===== src/flash_ctrl_map.vh =====
// Purpose: register offsets, fields and timing figures of the flash bus controller
// Assumes: apb with 32-bit data, one aligned word per register
// Notes:   times in ns; cycle counts derive from the clock period
`ifndef FLASH_CTRL_MAP_VH
`define FLASH_CTRL_MAP_VH

// ----------------------------------------
// register offsets
// ----------------------------------------
`define REG_CTRL        12'h000
`define REG_ADDR        12'h004
`define REG_WDATA       12'h008
`define REG_STATUS      12'h00c
`define REG_RDATA       12'h010

// ----------------------------------------
// control fields
// ----------------------------------------
`define CTRL_GO         0
`define CTRL_OP_LO      1
`define CTRL_OP_HI      3
`define CTRL_WIDE       4
`define CTRL_HV_RST     5
`define CTRL_HV_ID      6

// ----------------------------------------
// operations
// ----------------------------------------
`define OP_READ         3'h0
`define OP_WRITE        3'h1
`define OP_RESET_PULSE  3'h2
`define OP_PROT_WRITE   3'h3
`define OP_ID_READ      3'h4

// ----------------------------------------
// status fields
// ----------------------------------------
`define ST_BUSY         0
`define ST_READY        1
`define ST_FAIL         2
`define ST_DONE         3

// ----------------------------------------
// timing, bus widths and fail bit position
// ----------------------------------------
`define CLK_PERIOD_NS   40
`define T_ACCESS_NS     70
`define T_WPULSE_NS     45
`define T_SETUP_NS      40
`define T_RP_NS         500
`define T_READY_NS      20000
`define FAIL_BIT        5
`define DATA_W          16
`define ADDR_W          17

`endif


===== src/strobe_timer.v =====
// Purpose: counts a phase of a bus cycle and flags its end
// Assumes: load pulses once per phase
// Notes:   count of zero still gives one cycle
`timescale 1ns/1ns
module strobe_timer #(
	parameter W = 10
) (
	// clock and reset
	input  wire         pclk,
	input  wire         presetn,
	// control
	input  wire         load,
	input  wire [W-1:0] count,
	output wire         expired
);
	reg [W-1:0] remain;
	reg         running;

	always @(posedge pclk or negedge presetn) begin
		if (!presetn) begin
			remain  <= {W{1'b0}};
			running <= 1'b0;
		end else if (load) begin
			remain  <= count;
			running <= 1'b1;
		end else if (running && remain != {W{1'b0}}) begin
			remain <= remain - {{(W-1){1'b0}}, 1'b1};
		end else begin
			running <= 1'b0;
		end
	end

	assign expired = running && (remain == {W{1'b0}});
endmodule // strobe_timer


===== src/flash_bus_ctrl.v =====
// Purpose: apb-driven master of an asynchronous parallel nor flash bus
// Assumes: flash pins sampled through two flops; high voltages are level-request outputs
// Notes:   at most one bus cycle per go (reset pulse op gives a reset instead); software sequences commands
//
// Contract
// - writes use chip and write enable low with output enable high
// - only software-chosen command values go out; controller never invents commands
// - after fail bit or select mode, software must write reset command
// - hard reset held low longer than minimum pulse time
// - sector protect is a write with high voltage on reset pin, a0 low a1 high a6 low
//
// The register offsets and the APB register port are this design's own decisions.
`timescale 1ns/1ns
`include "flash_ctrl_map.vh"
module flash_bus_ctrl #(
	parameter RECOVER_CYC = (`T_READY_NS + `CLK_PERIOD_NS - 1) / `CLK_PERIOD_NS
) (
	// clock and reset
	input  wire                pclk,
	input  wire                presetn,
	// apb slave
	input  wire                psel,
	input  wire                penable,
	input  wire                pwrite,
	input  wire [11:0]         paddr,
	input  wire [31:0]         pwdata,
	output reg  [31:0]         prdata,
	output wire                pready,
	output wire                pslverr,
	// flash strobes
	output reg                 chip_enable_n,
	output reg                 output_enable_n,
	output reg                 write_enable_n,
	output reg                 hard_clear_n,
	output reg                 hard_clear_hv,
	output reg                 id_hv_request,
	output reg                 width_select_n,
	// flash address and data
	output reg  [`ADDR_W-1:0]  flash_addr,
	output reg                 top_data_or_byte_lsb_out,
	output reg                 top_data_or_byte_lsb_oe,
	input  wire                top_data_or_byte_lsb_in,
	output reg  [`DATA_W-2:0]  data_out,
	output reg                 data_oe,
	input  wire [`DATA_W-2:0]  data_in,
	input  wire                ready_busy_n
);
	localparam ACC_CYC = (`T_ACCESS_NS + `CLK_PERIOD_NS - 1) / `CLK_PERIOD_NS + 1;
	localparam WP_CYC  = (`T_WPULSE_NS + `CLK_PERIOD_NS - 1) / `CLK_PERIOD_NS;
	localparam SU_CYC  = (`T_SETUP_NS + `CLK_PERIOD_NS - 1) / `CLK_PERIOD_NS;
	localparam RP_CYC  = (`T_RP_NS + `CLK_PERIOD_NS - 1) / `CLK_PERIOD_NS + 1;
	localparam TW      = 16;

	localparam S_IDLE  = 3'h0;
	localparam S_SETUP = 3'h1;
	localparam S_PULSE = 3'h2;
	localparam S_HOLD  = 3'h3;
	localparam S_RST   = 3'h4;
	localparam S_RECOV = 3'h5;

	// ----------------------------------------
	// pin synchronisers
	// ----------------------------------------
	reg [`DATA_W-1:0] din_s1, din_s2;
	reg               rb_s1, rb_s2;

	always @(posedge pclk or negedge presetn) begin
		if (!presetn) begin
			din_s1 <= {`DATA_W{1'b0}};
			din_s2 <= {`DATA_W{1'b0}};
			rb_s1  <= 1'b0;
			rb_s2  <= 1'b0;
		end else begin
			din_s1 <= {top_data_or_byte_lsb_in, data_in};
			din_s2 <= din_s1;
			rb_s1  <= ready_busy_n;
			rb_s2  <= rb_s1;
		end
	end

	// ----------------------------------------
	// registers
	// ----------------------------------------
	reg [2:0]         op;
	reg               wide, hv_rst, hv_id, done;
	reg [`ADDR_W-1:0] addr_reg;
	reg [`DATA_W-1:0] wdata_reg, rdata_reg;
	reg [2:0]         state;
	reg               tload;
	reg [TW-1:0]      tcount;
	wire              texp;

	wire wr_en = psel && penable && pwrite;
	wire busy  = (state != S_IDLE);
	wire go    = wr_en && paddr == `REG_CTRL && pwdata[`CTRL_GO] && !busy;

	assign pready  = 1'b1;
	assign pslverr = 1'b0;

	always @(posedge pclk or negedge presetn) begin
		if (!presetn) begin
			op        <= `OP_READ;
			wide      <= 1'b1;
			hv_rst    <= 1'b0;
			hv_id     <= 1'b0;
			addr_reg  <= {`ADDR_W{1'b0}};
			wdata_reg <= {`DATA_W{1'b0}};
		end else if (wr_en) begin
			case (paddr)
			`REG_CTRL: begin
				op     <= pwdata[`CTRL_OP_HI:`CTRL_OP_LO];
				wide   <= pwdata[`CTRL_WIDE];
				hv_rst <= pwdata[`CTRL_HV_RST];
				hv_id  <= pwdata[`CTRL_HV_ID];
			end
			`REG_ADDR:  addr_reg  <= pwdata[`ADDR_W-1:0];
			`REG_WDATA: wdata_reg <= pwdata[`DATA_W-1:0];
			default: ;
			endcase
		end
	end

	always @* begin
		case (paddr)
		`REG_CTRL:   prdata = {25'h0, hv_id, hv_rst, wide, op, 1'b0};
		`REG_ADDR:   prdata = {{(32-`ADDR_W){1'b0}}, addr_reg};
		`REG_WDATA:  prdata = {16'h0, wdata_reg};
		`REG_STATUS: prdata = {28'h0, done, rdata_reg[`FAIL_BIT], rb_s2, busy};
		`REG_RDATA:  prdata = {16'h0, rdata_reg};
		default:     prdata = 32'h0;
		endcase
	end

	// ----------------------------------------
	// bus cycle sequencer
	// ----------------------------------------
	strobe_timer #(.W(TW)) u_timer (
		.pclk    (pclk),
		.presetn (presetn),
		.load    (tload),
		.count   (tcount),
		.expired (texp)
	);

	wire is_write = (op == `OP_WRITE) || (op == `OP_PROT_WRITE);
	wire is_read  = (op == `OP_READ) || (op == `OP_ID_READ);
	// powered-up controller starts with a hard reset so the device is in read array
	reg  boot;

	always @(posedge pclk or negedge presetn) begin
		if (!presetn) begin
			state           <= S_IDLE;
			boot            <= 1'b1;
			done            <= 1'b0;
			tload           <= 1'b0;
			tcount          <= {TW{1'b0}};
			chip_enable_n   <= 1'b1;
			output_enable_n <= 1'b1;
			write_enable_n  <= 1'b1;
			hard_clear_n    <= 1'b0;
			hard_clear_hv   <= 1'b0;
			id_hv_request   <= 1'b0;
			width_select_n  <= 1'b1;
			flash_addr      <= {`ADDR_W{1'b0}};
			data_out        <= {(`DATA_W-1){1'b0}};
			data_oe         <= 1'b0;
			top_data_or_byte_lsb_out <= 1'b0;
			top_data_or_byte_lsb_oe  <= 1'b0;
			rdata_reg       <= {`DATA_W{1'b0}};
		end else begin
			tload <= 1'b0;
			if (go)
				done <= 1'b0;
			case (state)
			S_IDLE: begin
				hard_clear_hv <= hv_rst;
				id_hv_request <= hv_id;
				if (boot || (go && op == `OP_RESET_PULSE)) begin
					boot         <= 1'b0;
					hard_clear_n <= 1'b0;
					tload        <= 1'b1;
					tcount       <= RP_CYC[TW-1:0];
					state        <= S_RST;
				end else if (go && (is_write || is_read)) begin
					width_select_n <= wide;
					flash_addr     <= addr_reg;
					top_data_or_byte_lsb_out <= wide ? wdata_reg[`DATA_W-1] : addr_reg[0];
					top_data_or_byte_lsb_oe  <= wide ? is_write : 1'b1;
					data_out       <= wdata_reg[`DATA_W-2:0];
					data_oe        <= is_write;
					tload          <= 1'b1;
					tcount         <= SU_CYC[TW-1:0];
					state          <= S_SETUP;
				end else if (go) begin
					done <= 1'b1;
				end
			end
			S_SETUP: if (texp) begin
				chip_enable_n   <= 1'b0;
				output_enable_n <= is_write;
				write_enable_n  <= ~is_write;
				tload           <= 1'b1;
				tcount          <= is_write ? WP_CYC[TW-1:0] : ACC_CYC[TW-1:0];
				state           <= S_PULSE;
			end
			S_PULSE: if (texp) begin
				if (!is_write)
					rdata_reg <= wide ? din_s2 : {8'h0, din_s2[7:0]};
				chip_enable_n   <= 1'b1;
				output_enable_n <= 1'b1;
				write_enable_n  <= 1'b1;
				tload           <= 1'b1;
				tcount          <= SU_CYC[TW-1:0];
				state           <= S_HOLD;
			end
			S_HOLD: if (texp) begin
				data_oe <= 1'b0;
				top_data_or_byte_lsb_oe <= ~wide;
				done  <= 1'b1;
				state <= S_IDLE;
			end
			S_RST: if (texp) begin
				hard_clear_n <= 1'b1;
				tload        <= 1'b1;
				tcount       <= RECOVER_CYC[TW-1:0];
				state        <= S_RECOV;
			end
			// timer expiry is a single pulse; re-arm it while the device still reports busy
			S_RECOV: if (texp) begin
				if (rb_s2) begin
					done  <= 1'b1;
					state <= S_IDLE;
				end else begin
					tload  <= 1'b1;
					tcount <= {TW{1'b0}};
				end
			end
			default: state <= S_IDLE;
			endcase
		end
	end
endmodule // flash_bus_ctrl


===== config.mk =====
export PLATFORM = sky130hd
export DESIGN_NAME = flash_bus_ctrl
export DESIGN_NICKNAME = d
export VERILOG_FILES = /design/src/strobe_timer.v /design/src/flash_bus_ctrl.v
export VERILOG_INCLUDE_DIRS = /design/src /design/src/src
export SDC_FILE = /design/constraint.sdc
export NUM_CORES = 1
export LEC_CHECK = 0
export BUFFER_PORTS_ARGS = -buffer_cell sky130_fd_sc_hd__buf_2
export CAP_MARGIN = 20
export CORE_MARGIN = 5
export CORE_UTILIZATION = 50
export DETAILED_ROUTE_END_ITERATION = 8
export PLACE_DENSITY = 0.74
export REMOVE_ABC_BUFFERS = 1
export SYNTH_ARGS = -nofsm -noshare
export SYNTH_HDL_FRONTEND = slang
export SYNTH_SLANG_ARGS = --single-unit

===== constraint.sdc =====
create_clock -name pclk -period 2.9 [get_ports pclk]
set_clock_uncertainty 0.2 [all_clocks]
set_input_delay 0.145 -clock pclk [delete_from_list [all_inputs] [get_ports pclk]]
set_output_delay 0.145 -clock pclk [all_outputs]
set_load 0.1 [all_outputs]

==> flow_summary.ini, run 1 <==
[drt]
wl_per_cell_um = 18.9
route.detailed.drc = 0
drtPass1Iterations = 6
avgViaCountPerCell = 5.60
totalWireLength_um = 17000
detail-route-antenna-nets = 0
vias = 5027
detail_route.iter0.violations = 448

[clock_network]
cts_tree = built
postCtsHoldBufs = 36
clk-insertion-delay-late_ps = 420
cts.clk_slew.worst_paths_ps = 60
cts_root_buffer = clkbuf_16
cts_buffers = 17
clock_sinks = 159
ctsResizeCount = 0
htreeDepth = 4
cts_setup_buffers = 0
clock_path_buffers = 2

[floorplanning]
start_util = 0.512
die_h_um = 127
coreArea_um2 = 13300
die-area_um2 = 16100
rows = 42
io_pins = 142
fp.dieW_um = 127

[pwr]
pwr-share-seq = 0.490
comb_power_share = 0.052
leakage_nw = 4.35
p_int_mw = 3.52
p_switching_mw = 1.08
p_per_area_nw_per_um2 = 522
ir_drop_mv = 0.420
total_power_mw = 4.59
switching_share = 0.234
clkPwrFrac = 0.458

[sta]
rsz0062_at_grt = no
timing.final.ws_setup_ps = 289
finalSetupViolations = 0
slew_viol_final = 0
worstMarginPinSlew_ps = 744
slew_headroom = 0.502
min_period_ps = 2610
finalCritPeriodShare = 0.900
hold_viol = 0
fmax_mhz = 383

[global_route]
antenna_found_initial = 1
first_global_vias = 5238
gr-usage-all-layers = 0.219
grt_max_degree = 108
overflow = 0
grt_pass1_wl_um = 27800

[synthesis]
yosysWarningCount = 0
syn-instance-count = 545
async_flop_share = 1.00
synth_area_per_cell_um2 = 12.5
ys_seq_area_frac = 0.583
synth-edff-count = 0
synthFlopType = dfrtp_1
syn_area_um2 = 6840
ys_ff_latch = 159
yosysUniqueCellTypes = 53

[placement]
dp_hpwl_um = 11500
dpl_worst_slack_ps = 313
dp.cells = 828
place_congestion = 0.888
portBuffers = 109

[layout]
num-nets-final = 775
drive_gt1_frac = 0.353
multi_input_area_um2 = 2630
nFillCells = 1017
stdcell_count = 897
seqCellArea_um2 = 3990
utilization = 0.659
synthToLayoutAreaGrowth_pct = 28.7

[min_path]
worst_hold_path_type = input pin to async pin

[critical_path]
end_kind = register
worstPathArrival_ps = 2710
path_class = register to register
crit_path_start_kind = register
cp_max_fo = 35
required_ps = 3000

[run_status]
status = finished, final reports clean

[run]
cap_violations = 0
==> Yosys cell counts (3+ instances only) <==
master | number | area [µm²]
clkbuf_1 | 15 | 56.3
mux2_4 | 28 | 420
nand4_1 | 6 | 37.5
xnor2_1 | 6 | 52.6
nor4_1 | 7 | 43.8
a221o_1 | 17 | 170
and3_1 | 3 | 18.8
nor2_1 | 28 | 105
buf_2 | 3 | 15.0
o21ai_0 | 23 | 115
nor3_1 | 9 | 45.0
buf_4 | 18 | 135
buf_6 | 3 | 33.8
or4_1 | 3 | 22.5
nand2_1 | 42 | 158
a21oi_1 | 17 | 85.1
o211ai_1 | 4 | 30.0
mux2i_1 | 5 | 50.1
mux2_2 | 56 | 631
dfrtp_1 | 153 | 3830
a22o_1 | 3 | 26.3
nand2b_1 | 3 | 18.8
a31oi_1 | 4 | 25.0
and2_1 | 12 | 75.1
o2bb2ai_1 | 6 | 52.6
nand3_1 | 10 | 50.1
inv_1 | 12 | 45.0
dfstp_2 | 6 | 158
o31a_1 | 3 | 26.3
or3_1 | 9 | 56.3
==> worst paths after layout <==
| path | start | end | slack (ps) | cells after the start |
|---|---|---|---|---|
| min | presetn | addr_reg[7] | 130 | 3 |
| max reg2reg | state[2] | flash_addr[1] | 290 | 5 |
| min reg2reg | din_s1[0] | din_s2[0] | 150 | 0 |
| min in group pclk | din_s1[0] | din_s2[0] | 150 | 0 |
| max in group asynchronous | presetn | data_out[13] | 1860 | 3 |
| max | state[2] | flash_addr[1] | 290 | 5 |
==> layout make-up <==
class	count	area share
inverter	12	0.00512
timing repair buffer	168	0.155
multi-input combinational	349	0.299
clock inverter	12	0.0122
antenna	1	0.000284
tap	176	0.0250
sequential	159	0.453
clock buffer	20	0.0508
==> routing by layer <==
| layer | up-vias | part of all wire | track usage |
|---|---|---|---|
| met5 | - | 0 | 0 |
| met2 | 159 | 0.50 | 0.372 |
| met4 | 0 | 0.025 | 0.0763 |
| li1 | 2268 | - | - |
| met3 | 32 | 0.051 | 0.0572 |
| met1 | 2568 | 0.42 | 0.274 |
==> kinds of logic after synthesis <==
group / after synthesis / share of synthesized area
buf+inv: 52 / 0.0423
simple gates: 141 / 0.103
flops: 159 / 0.583
xor+xnor: 8 / 0.0102
compound gates: 92 / 0.0955
other cells: 2 / 0.00110
fa+ha+maj: 2 / 0.00366
mux: 89 / 0.161
==> power groups by stage <==
stage,sequential [mW],clock (mW),combinational [mW]
3_5_place_dp,2.29,0,0.199
4_1_cts,2.25,2.14,0.238
2_1_floorplan,2.29,0,0.105
3_3_place_gp,2.29,0,0.195
5_1_grt,2.25,2.24,0.256
6_report,2.25,2.11,0.237
==> worst max-delay path, cell delays in order, from the launching register on <==
cell and delay (ps):
dfrtp_1 370, or3_1 400, or3_1 360, or4_2 580, buf_12 230, mux2_4 320
==> stage by stage <==
step / area [µm²] / hold WS [ps] / TNS, ps
final: 8800 / 135 / 0
after global routing: 8800 / 149 / 0
after CTS: 8800 / 136 / 0
after detailed placement: 7880 / -261 / 0
after global placement: 7880 / -263 / 0
after floorplan: 6650 / -351 / -8720
==> placed cells by master (no fill, tap or decap), types with 19 or more instances in the layout <==
cell	synthesis	final
dfrtp_1	153	153
buf_4	18	21
dlygate4sd3_1	0	36
nand2_1	42	42
o21ai_0	23	23
nor2_1	28	28
mux2_4	28	28
buf_12	0	19
buf_2	3	91
mux2_2	56	56
No activity file was read; power rests on OpenSTA's default activity.
==> inputs of run 2 (changes only) <==
--- a/config.mk
+++ b/config.mk
@@ -15,4 +15,5 @@
 export REMOVE_ABC_BUFFERS = 1
 export SYNTH_ARGS = -nofsm -noshare
 export SYNTH_HDL_FRONTEND = slang
+export SYNTH_HIERARCHICAL = 1
 export SYNTH_SLANG_ARGS = --single-unit
==> constraint.sdc (replaced) <==
create_clock -name pclk -period 2.9 [get_ports pclk]
set_clock_uncertainty 0.2 [all_clocks]
set_input_delay 0.58 -clock pclk [delete_from_list [all_inputs] [get_ports pclk]]
set_output_delay 0.58 -clock pclk [all_outputs]
set_load 0.1 [all_outputs]
==> run 2 against run 1 <==
Worst setup slack got worse by 260 ps; global-route usage decreased by 1.0 points; core utilization decreased by 1.8 points; routed wire length decreased by 0.93%; cell count increased by 1.1%; clock power increased by 4%; critical path type is now input pin to primary output; critical endpoint is now prdata[13].
==> flow_summary.ini, run 2 <==
[clock_network]
cts_root_buffer = clkbuf_16
clock_sinks = 159
clock_path_buffers = 2
clk-insertion-delay-late_ps = 430
cts_tree = built
htreeDepth = 4
cts.clk_slew.worst_paths_ps = 70
cts_buffers = 17

[synthesis]
synth-edff-count = 0
syn-instance-count = 576
yosys.area.top_type = dfrtp_1
yosysUniqueCellTypes = 66
yosysMostFrequentCell = dfrtp_1
yosys-top-cells-area = dfrtp_1 (54%), mux2_2 (9.8%), mux2_1 (4.3%)
synth_area_per_cell_um2 = 12.2
ys_seq_area_frac = 0.567
netlist.area_leader.share = 0.545
ys_ff_latch = 159
synthFlopType = dfrtp_1
async_flop_share = 1.00
yosysWarningCount = 6
syn_area_um2 = 7030
synthTopCellsByCount = dfrtp_1 (153), mux2_2 (61), nand2_1 (36)

[min_path]
worst_hold_path_type = input pin to register
hold_start = ready_busy_n
min_to = rb_s1
hold_depth = 1

[global_route]
grtUsageMet1 = 0.269
gr-usage-met3 = 0.0519
top_usage_layer = met2
antenna_found_initial = 1
grt_max_degree = 65
first_global_vias = 5284
gr-usage-all-layers = 0.209
grt_pass1_wl_um = 27100
use_met2 = 0.343
overflow = 0

[drt]
vias = 5140
drtPass1Iterations = 5
wl_per_cell_um = 18.6
route.detailed.drc = 0
totalWireLength_um = 16800
detail-route-antenna-nets = 0
detail_route.iter0.violations = 477
avgViaCountPerCell = 5.67

[critical_path]
ff2ff_setup_slack_ps = 140
cp_max_fo = 5
end_kind = primary output
path_class = input pin to primary output
required_ps = 2120
regToRegEndpoint = hard_clear_n
r2r_cells = 10
crit_path_start_kind = input pin
timing.rr.start = u_timer/remain[0]
worstPathArrival_ps = 2090

[pwr]
p_int_mw = 3.54
p_per_area_nw_per_um2 = 526
p_switching_mw = 1.12
ir_drop_mv = 0.374
pwr-share-seq = 0.483
switching_share = 0.241
comb_power_share = 0.048
clkPwrFrac = 0.469
leakage_nw = 4.28

[layout]
num-nets-final = 781
fin_area_um2 = 8870
synthToLayoutAreaGrowth_pct = 26.2
utilization = 0.641
final_cell_mix = dfrtp_1 (152), buf_2 (86), mux2_2 (61)
drive_gt1_frac = 0.366
stdcell_count = 907
nFillCells = 1010
diodes = 0
final_common_cell = dfrtp_1

[placement]
placed_cell_area_um2 = 8160
portBuffers = 109
dp_hpwl_um = 11100
dpl_worst_slack_ps = -29.0
dp.cells = 871
place_congestion = 0.865

[sta]
finalSetupViolations = 0
worstMarginPinSlew_ps = 669
hold_viol = 0
rsz0062_at_grt = yes
slew_headroom = 0.554
min_period_ps = 2870
slew_viol_final = 0
fmax_mhz = 348
finalCritPeriodShare = 0.990
timing.final.ws_setup_ps = 27.7

[run]
cap_violations = 0

[floorplanning]
die-area_um2 = 16500
rows = 43
io_pins = 142
die_h_um = 129
coreArea_um2 = 13800
start_util = 0.508
fp.dieW_um = 129

[run_status]
status = finished, final reports clean
run 2: cell types whose count changed in the layout (fill, tap and decap cells not counted), moves of 10 or more:
cell           delta
mux2_4           -28
a222oi_1         +10
o21ai_0          +12
a221o_1          -11
dlygate4sd3_1    -35
mux2_1           +27
run 2: power by group through the flow:
stage / Sequential (mW) / Combinational, mW / Clock [mW]
3_3_place_gp: 2.29 / 0.208 / 0
5_1_grt: 2.26 / 0.240 / 2.30
3_5_place_dp: 2.30 / 0.212 / 0
4_1_cts: 2.26 / 0.219 / 2.22
2_1_floorplan: 2.29 / 0.109 / 0
6_report: 2.26 / 0.222 / 2.19
run 2: per-stage QoR:
step / total power, mW / TNS (ps) / hold WS [ps]
finish: 4.67 / 0 / 51.9
detailed placement: 2.51 / -32.8 / 136
CTS: 4.69 / 0 / 44.8
global placement: 2.50 / -35.5 / 131
global route: 4.80 / -178 / 42.3
floorplan: 2.40 / -25250 / 84.4
run 2: logic make-up (layout without fill, tap and decap cells):
| kind of cell | after synthesis | after routing | share of synthesized area |
|---|---|---|---|
| simple gates | 154 | 154 | 0.130 |
| mux | 94 | 94 | 0.150 |
| flops | 159 | 159 | 0.567 |
| buf+inv | 66 | 195 | 0.0520 |
| other cells | 2 | 24 | 0.00107 |
| fa+ha+maj | 1 | 1 | 0.00178 |
| compound gates | 98 | 98 | 0.0960 |
| xor+xnor | 2 | 2 | 0.00249 |
run 2: critical path, stage by stage:
cell	delay [ps]
buf_6	90
nor4_4	340
nand3_4	170
nor3b_4	280
buf_6	140
buf_6	110
a222oi_1	70
inv_1	120
buf_12	180
run 2: timing repair:
action                                 CTS  global route
hold buffers                             1             0
resized for setup                        8            13
endpoints found under the hold margin   59             0
buffers inserted                         0             2
pin swaps                                2             9
gates cloned                             1             0
setup endpoints to repair               12            17
run 2: how the worst max path moves through the flow:
| stage | cells past startpoint | endpoint | startpoint |
|---|---|---|---|
| after CTS | 5 | prdata[0] | state[1] |
| after detailed placement | 8 | prdata[0] | paddr[5] |
| after global routing | 9 | prdata[14] | paddr[8] |
| after floorplan | 4 | prdata[4] | paddr[5] |
| after global placement | 7 | prdata[3] | paddr[5] |
| final | 9 | prdata[13] | paddr[8] |
run 2: per-layer routing:
layer	vias to the layer above	share of wire
li1	2337	-
met1	2569	0.41
met2	196	0.50
met3	36	0.062
met4	2	0.023
met5	-	0.00077
run 2: layout make-up:
type / count / area, µm² / area share
Tap cell: 180 / 225 / 0.0254
Timing Repair Buffer: 143 / 1190 / 0.134
Sequential cell: 159 / 3990 / 0.450
Clock buffer: 20 / 457 / 0.0515
Clock inverter: 12 / 124 / 0.0140
Inverter: 20 / 75.1 / 0.00846
Multi-Input combinational cell: 373 / 2810 / 0.317
==> inputs of run 3 (changes only) <==
--- a/config.mk
+++ b/config.mk
@@ -8,10 +8,12 @@
 export LEC_CHECK = 0
 export BUFFER_PORTS_ARGS = -buffer_cell sky130_fd_sc_hd__buf_2
 export CAP_MARGIN = 20
+export CELL_PAD_IN_SITES_DETAIL_PLACEMENT = 1
+export CELL_PAD_IN_SITES_GLOBAL_PLACEMENT = 2
 export CORE_MARGIN = 5
-export CORE_UTILIZATION = 50
+export CORE_UTILIZATION = 36
 export DETAILED_ROUTE_END_ITERATION = 8
-export PLACE_DENSITY = 0.74
+export PLACE_DENSITY_LB_ADDON = 0.1
 export REMOVE_ABC_BUFFERS = 1
 export SYNTH_ARGS = -nofsm -noshare
 export SYNTH_HDL_FRONTEND = slang
==> constraint.sdc (replaced) <==
create_clock -name pclk -period 2.9 [get_ports pclk]
set_clock_uncertainty 0.2 [all_clocks]
set_input_delay 0.145 -clock pclk [delete_from_list [all_inputs] [get_ports pclk]]
set_output_delay 0.145 -clock pclk [all_outputs]
set_load 0.1 [all_outputs]
==> run 3 against run 2 <==
Count of clock-buffer cells in the layout fell by 3; cell count increased by 12%; fmax increased by 8.4%; total power increased by 2.3%; hold slack worse by 2.4 ps; non-clock buffer count increased by 27; core utilization down 17 points.
==> flow_summary.ini, run 3 (same netlist as run 2, synthesis figures left out) <==
[layout]
stdcell_count = 1019
num-nets-final = 808
final_common_cell = dfrtp_1
synthToLayoutAreaGrowth_pct = 30.5
final_cell_mix = dfrtp_1 (153), buf_2 (91), mux2_2 (61)
drive_gt1_frac = 0.338
diodes = 0

[floorplanning]
die-area_um2 = 22400
rows = 51
die_h_um = 150
io_pins = 142
coreArea_um2 = 19300
start_util = 0.363
fp.dieW_um = 150

[critical_path]
crit_family = flip-flops
cp_max_fo = 16
crit_path_start_kind = register
timing.rr.start = u_timer/remain[0]
required_ps = 2560
path_class = register to primary output
max_stage_delay_ps = 570
end_kind = primary output
regToRegEndpoint = hard_clear_n
path_buf_inv = 3
r2r_cells = 10
worstPathArrival_ps = 2300
ff2ff_setup_slack_ps = 270
crit_chain = nor3_4, buf_4, a211oi_1, a222oi_1, inv_1, buf_12
cpMaxStageDelayCell = dfrtp_1

[clock_network]
cts_root_buffer = clkbuf_16
cts_buffers = 17
cts.clk_slew.worst_paths_ps = 70
postCtsHoldBufs = 35
clock_sinks = 159
cts_setup_buffers = 0
clk-insertion-delay-late_ps = 420
clock_path_buffers = 2
ctsResizeCount = 0
cts_tree = built
htreeDepth = 4

[pwr]
pwr-share-seq = 0.472
comb_power_share = 0.052
clkPwrFrac = 0.476
p_per_area_nw_per_um2 = 520
ir_drop_mv = 0.372
p_int_mw = 3.49
leakage_nw = 4.37
switching_share = 0.269
p_switching_mw = 1.28

[drt]
vias = 5137
detail-route-antenna-nets = 0
avgViaCountPerCell = 5.04
route.detailed.drc = 0
totalWireLength_um = 18600
wl_per_cell_um = 18.2
detail_route.iter0.violations = 234
drtPass1Iterations = 4

[sta]
rsz0062_at_grt = no
slew_viol_final = 0
tns_ps = 0
worstMarginPinSlew_ps = 721
slew_headroom = 0.519
min_period_ps = 2650
finalCritPeriodShare = 0.913
hold_viol = 0
finalSetupViolations = 0
fmax_mhz = 378

[global_route]
grt_max_degree = 57
antenna_found_initial = 0
gr-usage-all-layers = 0.174
overflow = 0
grt_pass1_wl_um = 30600
first_global_vias = 5651

[placement]
place_congestion = 0.789
dp_hpwl_um = 12800
dp.cells = 952
portBuffers = 109

[run_status]
status = finished, final reports clean

[run]
cap_violations = 0

[min_path]
worst_hold_path_type = input pin to async pin
[run 3: cell count changes in the layout (fill, tap and decap cells not counted), sizes merged]
cell / previous run / this run
buf: 141 / 135
clkbuf: 21 / 17
clkinvlp: 2 / 0
bufinv: 1 / 0
dlygate4sd3: 1 / 35
clkinv: 3 / 9
[run 3: final cells by class]
type	count	area (µm²)
fill	2065	10200
sequential	159	3990
multi-input combinational	373	2760
timing repair buffer	170	1400
clock buffer	17	425
tap	265	332
clock inverter	15	193
inverter	20	75.1
[run 3: worst max path at each step]
stage,start,end,slack [ps],depth (start not counted)
5_1_grt,u_timer/remain[0],hard_clear_n,20,10
6_report,state[0],prdata[0],250,6
2_1_floorplan,state[0],data_out[0],-170,4
3_3_place_gp,u_timer/remain[0],tcount[0],330,10
3_5_place_dp,u_timer/remain[1],hard_clear_n,290,10
4_1_cts,state[0],prdata[0],170,6
[run 3: per-stage QoR]
step | hold WS (ps) | setup slack (ps) | utilization | total power [mW] | instance area, µm²
3_3_place_gp | -65.5 | 329 | 0.424 | 2.51 | 8200
3_5_place_dp | -58.7 | 285 | 0.424 | 2.51 | 8200
4_1_cts | 67.8 | 168 | 0.474 | 4.84 | 9170
5_1_grt | 97.0 | 19.0 | 0.474 | 4.96 | 9170
6_report | 49.5 | 251 | 0.474 | 4.77 | 9170
2_1_floorplan | -351 | -165 | - | 2.40 | 6820
[run 3: power groups by stage]
stage | logic [mW] | clock network [mW] | registers [mW]
after detailed placement | 0.214 | 0 | 2.30
after CTS | 0.251 | 2.34 | 2.25
after floorplan | 0.109 | 0 | 2.29
final | 0.247 | 2.27 | 2.25
after global placement | 0.211 | 0 | 2.30
after global routing | 0.270 | 2.44 | 2.26
[run 3: worst reg2reg max path, cell delays in order, from the launching register on]
cell and delay (ps):
dfrtp_1 400, inv_1 80, ha_1 240, and2b_1 180, nand4_1 140, nor2_1 80
buf_4 180, nand3_1 90, nand3_1 180, o211ai_1 260, or4b_1 460
[run 3: metal layers]
| metal | GRT usage | up-vias | wire length, µm |
|---|---|---|---|
| met5 | 0 | - | 0 |
| met4 | 0.0435 | 0 | 167 |
| met3 | 0.0427 | 11 | 816 |
| met2 | 0.300 | 102 | 9460 |
| met1 | 0.221 | 2640 | 8140 |
| li1 | - | 2384 | - |
